**config.mk**
```make
export PLATFORM = sky130hd
export DESIGN_NAME = thermo_cmd_port
export DESIGN_NICKNAME = d
export VERILOG_FILES = /design/src/logic/thermo_cmd_pkg.sv /design/src/logic/pin_sync.sv /design/src/logic/thermo_cmd_port.sv
export SDC_FILE = /design/constraint.sdc
export NUM_CORES = 1
export LEC_CHECK = 0
export BUFFER_PORTS_ARGS = -buffer_cell sky130_fd_sc_hd__buf_2
export CAP_MARGIN = 20
export CORE_MARGIN = 2
export CORE_UTILIZATION = 59
export CTS_BUF_LIST = sky130_fd_sc_hd__clkbuf_8
export DETAILED_ROUTE_END_ITERATION = 7
export PLACE_DENSITY_LB_ADDON = 0.12
export SYNTH_ARGS = -nofsm -noshare
export SYNTH_HDL_FRONTEND = slang
export SYNTH_SLANG_ARGS = --single-unit
```
**constraint.sdc**
```tcl
create_clock -name clock -period 2.5 [get_ports clock]
set_input_delay 0.75 -clock clock [delete_from_list [all_inputs] [get_ports clock]]
set_output_delay 0.75 -clock clock [all_outputs]
set_load 0.01 [all_outputs]
```
**src/logic/thermo_cmd_pkg.sv**
```systemverilog
// Constants and types for the thermostat two-wire command port
package thermo_cmd_pkg;
  // ****************************************
  // Bus address and command codes
  // ****************************************
  localparam logic [3:0] ctrl_family = 4'h9;
  localparam logic [7:0] upper_threshold_access_command = 8'hA1;
  localparam logic [7:0] lower_threshold_access_command = 8'hA2;
  localparam logic [7:0] start_convert_command = 8'h51;
  localparam logic [7:0] stop_convert_command = 8'h22;
  // ****************************************
  // Reset values and counts
  // ****************************************
  localparam logic [15:0] threshold_reset = 16'h0000;
  localparam logic [2:0] bit_count_last = 3'h7;
  localparam logic [1:0] sync_stages = 2'h2;

  // Byte phase within a write transaction, Gray along the usual path
  typedef enum logic [2:0] {
    ph_idle = 3'b000,
    ph_ctrl = 3'b001,
    ph_cmd = 3'b011,
    ph_msb = 3'b010,
    ph_lsb = 3'b110,
    ph_done = 3'b111,
    ph_ignore = 3'b101
  } phase_t;
endpackage

```
**src/logic/pin_sync.sv**
```systemverilog
// Two-stage synchroniser for an asynchronous pin
module pin_sync
  import thermo_cmd_pkg::*;
(
  // Clock, reset and enable
  input wire logic clock,
  input wire logic resetn,
  input wire logic enable,
  // Pin and result
  input wire logic pin_in,
  output logic pin_out
);
  logic meta_r;

  always_ff @(posedge clock or negedge resetn) begin
    if (!resetn) begin
      meta_r <= 1'b1;
      pin_out <= 1'b1;
    end else if (enable) begin
      meta_r <= pin_in;
      pin_out <= meta_r;
    end
  end
endmodule

```
**src/logic/thermo_cmd_port.sv**
```systemverilog
// Two-wire slave command port: threshold writes and conversion control
// Functional notes
// - The device acknowledges the control byte, the command byte and every written data byte; the code acks data bytes only as the two after A1h or A2h.
// - Command A1h selects the upper threshold, and its two data bytes load it.
// - Command A2h selects the lower threshold, and its two data bytes load it.
// - The first data byte is the whole-degree part in two's complement.
// - Command 51h starts conversion, carries no data, and is followed by STOP.
// - Start conversion runs once if single conversion is set, otherwise until stop conversion.
// - Bytes travel MSB first and each is answered in a ninth clock period.
// - Only a control byte of 1001, matching address pins, and direction bit is answered.
module thermo_cmd_port
  import thermo_cmd_pkg::*;
(
  // Clock, reset, enable
  input wire logic clock,
  input wire logic resetn,
  input wire logic clock_en,
  // Two-wire bus pins
  input wire logic scl_in,
  input wire logic sda_in,
  output logic sda_out,
  output logic sda_oe,
  // Address straps
  input wire logic address_pin_high,
  input wire logic address_pin_mid,
  input wire logic address_pin_low,
  // Conversion mode and status
  input wire logic single_conversion_select,
  input wire logic conversion_done,
  output logic converting,
  output logic conversion_start,
  // Thresholds
  output logic [15:0] upper_threshold,
  output logic [15:0] lower_threshold
);
  // ****************************************
  // Pin synchronisers
  // ****************************************
  logic scl_s, sda_s, scl_d_r, sda_d_r;

  pin_sync u_scl (
    .clock(clock), .resetn(resetn), .enable(clock_en), .pin_in(scl_in), .pin_out(scl_s)
  );
  pin_sync u_sda (
    .clock(clock), .resetn(resetn), .enable(clock_en), .pin_in(sda_in), .pin_out(sda_s)
  );
  // Straps are board pins, so they cross into this clock domain too
  logic apin_high_s, apin_mid_s, apin_low_s;
  pin_sync u_apin_high (
    .clock(clock), .resetn(resetn), .enable(clock_en), .pin_in(address_pin_high),
    .pin_out(apin_high_s)
  );
  pin_sync u_apin_mid (
    .clock(clock), .resetn(resetn), .enable(clock_en), .pin_in(address_pin_mid),
    .pin_out(apin_mid_s)
  );
  pin_sync u_apin_low (
    .clock(clock), .resetn(resetn), .enable(clock_en), .pin_in(address_pin_low),
    .pin_out(apin_low_s)
  );

  always_ff @(posedge clock or negedge resetn) begin
    if (!resetn) begin
      scl_d_r <= 1'b1;
      sda_d_r <= 1'b1;
    end else if (clock_en) begin
      scl_d_r <= scl_s;
      sda_d_r <= sda_s;
    end
  end

  wire scl_rise = scl_s & ~scl_d_r;
  wire scl_fall = ~scl_s & scl_d_r;
  wire start_seen = scl_s & scl_d_r & sda_d_r & ~sda_s;
  wire stop_seen = scl_s & scl_d_r & ~sda_d_r & sda_s;

  // ****************************************
  // Bit and byte engine
  // ****************************************
  phase_t phase_r, phase_nxt;
  logic [7:0] shift_r;
  logic [2:0] bit_r;
  logic ack_slot_r;
  logic ack_drive_r;
  logic [7:0] cmd_r;
  logic [7:0] msb_r;
  logic conv_r;
  logic start_pulse_r;

  wire [2:0] own_address = {apin_high_s, apin_mid_s, apin_low_s};
  wire [7:0] byte_in = {shift_r[6:0], sda_s};
  // 8th bit sampled on this rising edge completes a byte
  wire byte_done = scl_rise & ~ack_slot_r & (bit_r == bit_count_last);
  wire addr_hit = (byte_in[7:4] == ctrl_family) && (byte_in[3:1] == own_address) && !byte_in[0];
  wire is_upper = (cmd_r == upper_threshold_access_command);
  wire is_lower = (cmd_r == lower_threshold_access_command);
  wire is_thresh_cmd = (byte_in == upper_threshold_access_command) ||
    (byte_in == lower_threshold_access_command);
  wire is_conv_cmd = (byte_in == start_convert_command) || (byte_in == stop_convert_command);
  wire take_ack = (phase_r == ph_ctrl) ? addr_hit :
    (phase_r == ph_cmd) ? (is_thresh_cmd | is_conv_cmd) :
    (phase_r == ph_msb) || (phase_r == ph_lsb);
  // both bytes in before the load
  wire load_thresh = byte_done && (phase_r == ph_lsb);

  always_comb begin
    phase_nxt = phase_r;
    if (byte_done) begin
      unique case (phase_r)
        ph_ctrl: phase_nxt = addr_hit ? ph_cmd : ph_ignore;
        ph_cmd: phase_nxt = is_thresh_cmd ? ph_msb : (is_conv_cmd ? ph_done : ph_ignore);
        ph_msb: phase_nxt = ph_lsb;
        ph_lsb: phase_nxt = ph_done;
        ph_idle, ph_done, ph_ignore: phase_nxt = ph_ignore;
      endcase
    end
    // START always restarts the control byte, STOP ends it
    if (start_seen) phase_nxt = ph_ctrl;
    else if (stop_seen) phase_nxt = ph_idle;
  end

  always_ff @(posedge clock or negedge resetn) begin
    if (!resetn) begin
      phase_r <= ph_idle;
      bit_r <= 3'h0;
      ack_slot_r <= 1'b0;
      shift_r <= 8'h00;
    end else if (clock_en) begin
      phase_r <= phase_nxt;
      if (start_seen || stop_seen) begin
        bit_r <= 3'h0;
        ack_slot_r <= 1'b0;
      end else if (scl_rise) begin
        // MSB first, ninth period is the answer slot
        if (ack_slot_r) begin
          ack_slot_r <= 1'b0;
        end else begin
          shift_r <= byte_in;
          bit_r <= bit_r + 3'h1;
          ack_slot_r <= (bit_r == bit_count_last);
        end
      end
    end
  end

  // ****************************************
  // Acknowledge driver
  // ****************************************
  logic ack_pend_r;
  always_ff @(posedge clock or negedge resetn) begin
    if (!resetn) begin
      ack_pend_r <= 1'b0;
      ack_drive_r <= 1'b0;
    end else if (clock_en) begin
      if (start_seen || stop_seen) begin
        ack_pend_r <= 1'b0;
        ack_drive_r <= 1'b0;
      end else if (byte_done) begin
        ack_pend_r <= take_ack;
      end else if (scl_fall) begin
        // pull SDA low across the ninth period only
        ack_drive_r <= ack_pend_r & ack_slot_r;
        ack_pend_r <= 1'b0;
      end
    end
  end
  assign sda_out = 1'b0;
  assign sda_oe = ack_drive_r;

  // ****************************************
  // Command and threshold registers
  // ****************************************
  always_ff @(posedge clock or negedge resetn) begin
    if (!resetn) begin
      cmd_r <= 8'h00;
      msb_r <= 8'h00;
      upper_threshold <= threshold_reset;
      lower_threshold <= threshold_reset;
    end else if (clock_en && byte_done) begin
      if (phase_r == ph_cmd) cmd_r <= byte_in;
      // first byte is the signed whole-degree part
      if (phase_r == ph_msb) msb_r <= byte_in;
      if (load_thresh && is_upper) upper_threshold <= {msb_r, byte_in};
      if (load_thresh && is_lower) lower_threshold <= {msb_r, byte_in};
    end
  end

  // ****************************************
  // Conversion control
  // ****************************************
  wire conv_go = byte_done && (phase_r == ph_cmd) && (byte_in == start_convert_command);
  wire conv_halt = byte_done && (phase_r == ph_cmd) && (byte_in == stop_convert_command);
  always_ff @(posedge clock or negedge resetn) begin
    if (!resetn) begin
      conv_r <= 1'b0;
      start_pulse_r <= 1'b0;
    end else if (clock_en) begin
      start_pulse_r <= conv_go;
      // one-shot ends on done, continuous runs until stop command
      if (conv_go) conv_r <= 1'b1;
      else if (conv_halt) conv_r <= 1'b0;
      else if (conversion_done && single_conversion_select) conv_r <= 1'b0;
    end
  end
  assign converting = conv_r;
  assign conversion_start = start_pulse_r;
endmodule
```
==> results.sh, run 1 <==
export IMPL_nets=317
export IMPL_yosys_register_bits=78
export IMPL_synth_main_ff_cell="dfrtp_1"
export IMPL_hold_ws_ns=0.326
export IMPL_gr_total_overflow=0
export IMPL_powerDensity_mw_per_mm2=770
export IMPL_rsz0062_at_grt="no"
export IMPL_diodes=0
export IMPL_path_clk_slew_ns=0.08
export IMPL_syn_inst=256
export IMPL_row_count=27
export IMPL_post_cts_setup_buffer_count=0
export IMPL_layout_common_cells="dfrtp_1 (66), mux2_2 (65), buf_2 (43), dfstp_2 (12)"
export IMPL_antenna_found_initial=0
export IMPL_routed_wl_mm=6.35
export IMPL_die_w_um=80.8
export IMPL_setup_tns_ns=0
export IMPL_cts_max_path_buffers=2
export IMPL_reg2reg_slack_ns=0.31
export IMPL_layout_commonest_cell="dfrtp_1"
export IMPL_yosysSeqAreaShare=0.565
export IMPL_tightest_slew_ns=0.530
export IMPL_fin_cells=382
export IMPL_p_leak_nw=2.00
export IMPL_dpl_hpwl_mm=4.32
export IMPL_r2r_start="bit_r[0]$_DFFE_PN0P_"
export IMPL_critPathKind="reg -> reg"
export IMPL_cts_sinks=78
export IMPL_slew_headroom=0.642
export IMPL_fin_area_mm2=0.00400
export IMPL_setup_viol=0
export IMPL_maxCapViolCount=0
export IMPL_hp_class="in -> async"
export IMPL_die_area_mm2=0.00653
export IMPL_status="finished clean"
export IMPL_dp_cells=366
export IMPL_ys_warn_count=0
export IMPL_place_ws_ns=0.207
export IMPL_vias=2182
export IMPL_cts_buffers_inserted=9
export IMPL_synth_nets=268
export IMPL_boundaryPins=46
export IMPL_crit_path_start_kind="flop"
export IMPL_cp_end_kind="flop"
export IMPL_cp_required_ns=2.72
export IMPL_max_freq_mhz=457
export IMPL_gp_congestion=0.805
export IMPL_fillCellCount=423
export IMPL_syn_to_final_growth_pct=14.8
export IMPL_clock_latency_ns=0.34
export IMPL_dpl_cell_area_mm2=0.00378
export IMPL_cp_data_arrival_time_ns=2.40
export IMPL_initial_core_util=0.621
export IMPL_layout_setup_ws_ns=0.312
export IMPL_finalCritPeriodShare=0.875
export IMPL_postRouteAntennaNets=0
export IMPL_drt_first_pass_iters=4
export IMPL_avgSynthCellArea_um2=13.6
export IMPL_grt_use_total=0.218
export IMPL_grt_pass1_wl_mm=10.7
export IMPL_cts_hold_buf=0
export IMPL_ys_types=49
export IMPL_cts_tree="done"
export IMPL_port_buffers=44
export IMPL_cts_resized=0
export IMPL_ctsRootBufferMaster="clkbuf_8"
export IMPL_async_flop_share=1.00
export IMPL_layout_drive_gt1_share=0.503
export IMPL_drc=0
export IMPL_ff2ff_path_depth=6
export IMPL_vdd_drop_max_mv=0.533
export IMPL_cts_max_level=3
export IMPL_fin_util=0.713
export IMPL_crit_fanout=9
export IMPL_fin_skew_ns=0.00859
export IMPL_wl_per_cell_um=16.6
export IMPL_viasPerCell=5.71
export IMPL_syn_area_mm2=0.00348
export IMPL_finalPower_mw=3.08
export IMPL_core_mm2=0.00561
export IMPL_fin_crit_ns=2.19
export IMPL_final_hold_viol_count=0
export IMPL_finalMaxSlewViolations=0
export IMPL_die_h_um=80.8
export IMPL_reg2reg_to="cmd_r[1]$_DFFE_PN0P_"
export IMPL_grt_pass1_vias=2170
export IMPL_grt_max_degree=35
export IMPL_drtIter0Drc=141
export IMPL_synth_edf_count=0
where the power goes:
group / total (mW) / internal, mW / switching (mW)
Clock: 0.994 / 0.557 / 0.438
Combinational: 0.485 / 0.249 / 0.236
Sequential: 1.60 / 1.39 / 0.205
Total: 3.08 / 2.20 / 0.878
cell type report:
| type | count | area (um^2) | area share |
|---|---|---|---|
| flip-flops and latches | 78 | 1970 | 0.492 |
| repair buffers | 54 | 310 | 0.0776 |
| well taps | 72 | 90.1 | 0.0225 |
| clock buffers | 9 | 124 | 0.0310 |
| clock inverters | 7 | 91.3 | 0.0228 |
| inverters | 6 | 22.5 | 0.00563 |
| multi-input cells | 156 | 1390 | 0.348 |
critical path: stages (launching register included):
cell	delay, ns
dfrtp_1	0.36
ha_1	0.16
ha_1	0.15
nand2b_1	0.14
nor3_1	0.36
and3_1	0.51
mux2_2	0.40
worst max-delay path by stage:
| stage | from | to | slack [ns] |
|---|---|---|---|
| 4_1_cts | bit_r[0]$_DFFE_PN0P_ | cmd_r[1]$_DFFE_PN0P_ | 0.31 |
| 6_report | bit_r[0]$_DFFE_PN0P_ | cmd_r[1]$_DFFE_PN0P_ | 0.31 |
| 2_1_floorplan | clock_en | upper_threshold[10]$_DFFE_PN0P_ | 0.34 |
| 3_3_place_gp | clock_en | lower_threshold[3]$_DFFE_PN0P_ | 0.23 |
| 5_1_grt | bit_r[0]$_DFFE_PN0P_ | cmd_r[2]$_DFFE_PN0P_ | 0.19 |
| 3_5_place_dp | clock_en | lower_threshold[5]$_DFFE_PN0P_ | 0.21 |
layer usage:
| layer | vias to the layer above | share of wire | wire length (um) | global-route usage |
|---|---|---|---|---|
| met5 | - | 0 | 0 | 0 |
| met4 | 0 | 0.0069 | 44 | 0.0864 |
| met3 | 4 | 0.043 | 272 | 0.0456 |
| met2 | 52 | 0.48 | 3080 | 0.350 |
| met1 | 1112 | 0.47 | 2960 | 0.293 |
| li1 | 1014 | - | - | - |
synth_stat cells (3+ instances only):
cell      count  area, um^2
nand3_1       3        15.0
o21ai_0       8        40.0
nand2_1      10        37.5
inv_1         6        22.5
nor4b_1       3        26.3
dfrtp_1      66        1650
and3_1        3        18.8
mux2_2       65         732
dfstp_2      12         315
o221ai_1      3        26.3
nor3_1        3        15.0
buf_6         4        45.0
nor2_1        6        22.5
buf_2         3        15.0
clkbuf_1      5        18.8
nand2b_1      5        31.3
xor2_1        4        35.0
a22o_1        3        26.3
cells by family (layout without fill, tap and decap cells):
family,count (synthesis),after routing,share of synthesized area
other,1,1,0.00108
buffers and inverters,22,76,0.0356
xor gates and xnor gates,5,5,0.0126
muxes,68,68,0.219
DFF,78,78,0.565
adders and majority gates,2,2,0.00718
and+or+nand+nor,54,54,0.103
AOI/OAI and AO/OA,26,26,0.0568
registers in the layout, summed over array words and instances, names as in the netlist:
name,cells
cmd_r,8
upper_threshold,16
u_sda.pin_out,1
converting,1
u_apin_mid.pin_out,1
u_apin_low.meta_r,1
bit_r,3
ack_slot_r,1
u_apin_mid.meta_r,1
scl_d_r,1
sda_oe,1
shift_r,7
u_sda.meta_r,1
ack_pend_r,1
u_scl.meta_r,1
phase_r,3
sda_d_r,1
u_apin_high.meta_r,1
u_apin_high.pin_out,1
u_apin_low.pin_out,1
lower_threshold,16
conversion_start,1
msb_r,8
u_scl.pin_out,1
Note: power is estimated with default switching activity, not from simulation.
==> run 2, diff against run 1 <==
==> constraint.sdc (replaced) <==
create_clock -name clock -period 2.5 [get_ports clock]
set_input_delay 0.375 -clock clock [delete_from_list [all_inputs] [get_ports clock]]
set_output_delay 0.375 -clock clock [all_outputs]
set_load 0.01 [all_outputs]
==> run 2 against run 1 <==
Via count decreased by 0.78%. Utilization decreased by 0.80 points. Wire length increased by 3.2%. First-iteration DRC count decreased by 34%. Global-route usage increased by 0.86 points. Total power decreased by 1.9%. Cell count decreased by 0.26%. Non-clock buffer count decreased by 1. Clock-buffer cell count unchanged. Highest routed layer unchanged.
==> results.sh, run 2 (synthesized netlist as in run 1, its figures left out) <==
export IMPL_ctsRootBufferMaster="clkbuf_8"
export IMPL_layout_commonest_cell="dfrtp_1"
export IMPL_tightest_slew_ns=0.961
export IMPL_maxCapViolCount=0
export IMPL_cp_required_ns=2.73
export IMPL_finalCritPeriodShare=0.908
export IMPL_powerDensity_mw_per_mm2=764
export IMPL_fin_skew_ns=0.0111
export IMPL_slew_headroom=0.359
export IMPL_viasPerCell=5.68
export IMPL_path_clk_slew_ns=0.08
export IMPL_dp_cells=365
export IMPL_row_count=27
export IMPL_grt_pass1_vias=2204
export IMPL_critPathKind="reg -> reg"
export IMPL_antenna_found_initial=0
export IMPL_clock_latency_ns=0.35
export IMPL_fin_area_mm2=0.00395
export IMPL_startpoint="bit_r[0]$_DFFE_PN0P_"
export IMPL_cts_resized=0
export IMPL_cp_end_kind="flop"
export IMPL_cts_max_path_buffers=2
export IMPL_syn_to_final_growth_pct=13.5
export IMPL_worstPathCellList="ha_1, ha_1, nand2b_1, nor2_4, nand4_2, nor3b_4, buf_4, mux2_2"
export IMPL_rsz0062_at_grt="no"
export IMPL_vdd_drop_max_mv=0.385
export IMPL_reg2reg_slack_ns=0.23
export IMPL_dpl_hpwl_mm=4.30
export IMPL_drc=0
export IMPL_boundaryPins=46
export IMPL_cts_sinks=78
export IMPL_p_leak_nw=1.98
export IMPL_place_ws_ns=0.259
export IMPL_grt_use_total=0.227
export IMPL_setup_viol=0
export IMPL_port_buffers=44
export IMPL_fin_util=0.705
export IMPL_die_w_um=80.8
export IMPL_setup_tns_ns=0
export IMPL_core_mm2=0.00561
export IMPL_cts_tree="done"
export IMPL_post_cts_setup_buffer_count=0
export IMPL_r2r_start="bit_r[0]$_DFFE_PN0P_"
export IMPL_final_hold_viol_count=0
export IMPL_critical_path_buf_inv_count=1
export IMPL_cp_top_family="simple AND/OR/NAND/NOR gates"
export IMPL_wl_per_cell_um=17.2
export IMPL_layout_drive_gt1_share=0.502
export IMPL_ff2ff_path_depth=8
export IMPL_nets=316
export IMPL_die_area_mm2=0.00653
export IMPL_finalMaxSlewViolations=0
export IMPL_grt_pass1_wl_mm=11.0
export IMPL_max_freq_mhz=440
export IMPL_crit_cells=8
export IMPL_finalPower_mw=3.02
export IMPL_drtIter0Drc=93
export IMPL_fillCellCount=442
export IMPL_gr_total_overflow=0
export IMPL_endpoint="upper_threshold[12]$_DFFE_PN0P_"
export IMPL_hp_class="in -> async"
export IMPL_cp_slowest_cell="nor3b_4"
export IMPL_fin_cells=381
export IMPL_status="finished clean"
export IMPL_diodes=0
export IMPL_critPathMaxStageDelay_ns=0.40
export IMPL_grt_max_degree=79
export IMPL_gp_congestion=0.819
export IMPL_layout_common_cells="dfrtp_1 (66), mux2_2 (65), buf_2 (43), dfstp_2 (12)"
export IMPL_routed_wl_mm=6.56
export IMPL_reg2reg_to="upper_threshold[12]$_DFFE_PN0P_"
export IMPL_drt_first_pass_iters=4
export IMPL_postRouteAntennaNets=0
export IMPL_fin_crit_ns=2.27
export IMPL_cts_buffers_inserted=9
export IMPL_layout_setup_ws_ns=0.229
export IMPL_cpMostUsedCell="ha_1"
export IMPL_die_h_um=80.8
export IMPL_dpl_cell_area_mm2=0.00376
export IMPL_cp_data_arrival_time_ns=2.50
export IMPL_cts_max_level=3
export IMPL_hold_ws_ns=0.149
export IMPL_crit_fanout=7
export IMPL_initial_core_util=0.621
export IMPL_cts_hold_buf=0
export IMPL_top_regs="lower_threshold (16), upper_threshold (16)"
export IMPL_crit_path_start_kind="flop"
export IMPL_vias=2165
run 2: changes by cell type in the layout (fill, tap and decap cells not counted), sizes merged:
| cell | change |
|---|---|
| buf | -1 |
| bufinv | -1 |
| inv | +1 |
run 2: worst min-delay path by stage:
stage                                 startpoint                              to  depth (start not counted)
floorplan                                 resetn          ack_pend_r$_DFFE_PN0P_                          0
global placement    conversion_start$_DFFE_PN0P_    conversion_start$_DFFE_PN0P_                          1
detailed placement      u_scl.meta_r$_DFFE_PN1P_       u_scl.pin_out$_DFFE_PN1P_                          2
CTS                                       resetn          converting$_DFFE_PN0P_                          1
global route                              resetn  lower_threshold[8]$_DFFE_PN0P_                          1
finish                                    resetn              sda_oe$_DFFE_PN0P_                          1
run 2: where the power goes:
part / leakage (nW) / switching [mW] / internal (mW) / total (mW)
combinational: 0.852 / 0.283 / 0.263 / 0.546
sequential: 1.03 / 0.170 / 1.39 / 1.56
clock: 0.0982 / 0.453 / 0.456 / 0.909
run 2: metal layers:
layer | up-vias | track usage | share of wire
li1 | 1026 | - | -
met5 | - | 0 | 0
met3 | 8 | 0.0644 | 0.056
met1 | 1060 | 0.306 | 0.46
met4 | 0 | 0.0797 | 0.013
met2 | 71 | 0.355 | 0.48
run 2: cell type report:
| type | instances | area (um^2) | area share |
|---|---|---|---|
| inverters | 6 | 22.5 | 0.00570 |
| clock inverters | 7 | 66.3 | 0.0168 |
| multi-input cells | 156 | 1390 | 0.352 |
| repair buffers | 53 | 290 | 0.0734 |
| flip-flops and latches | 78 | 1970 | 0.498 |
| well taps | 72 | 90.1 | 0.0228 |
| clock buffers | 9 | 124 | 0.0313 |
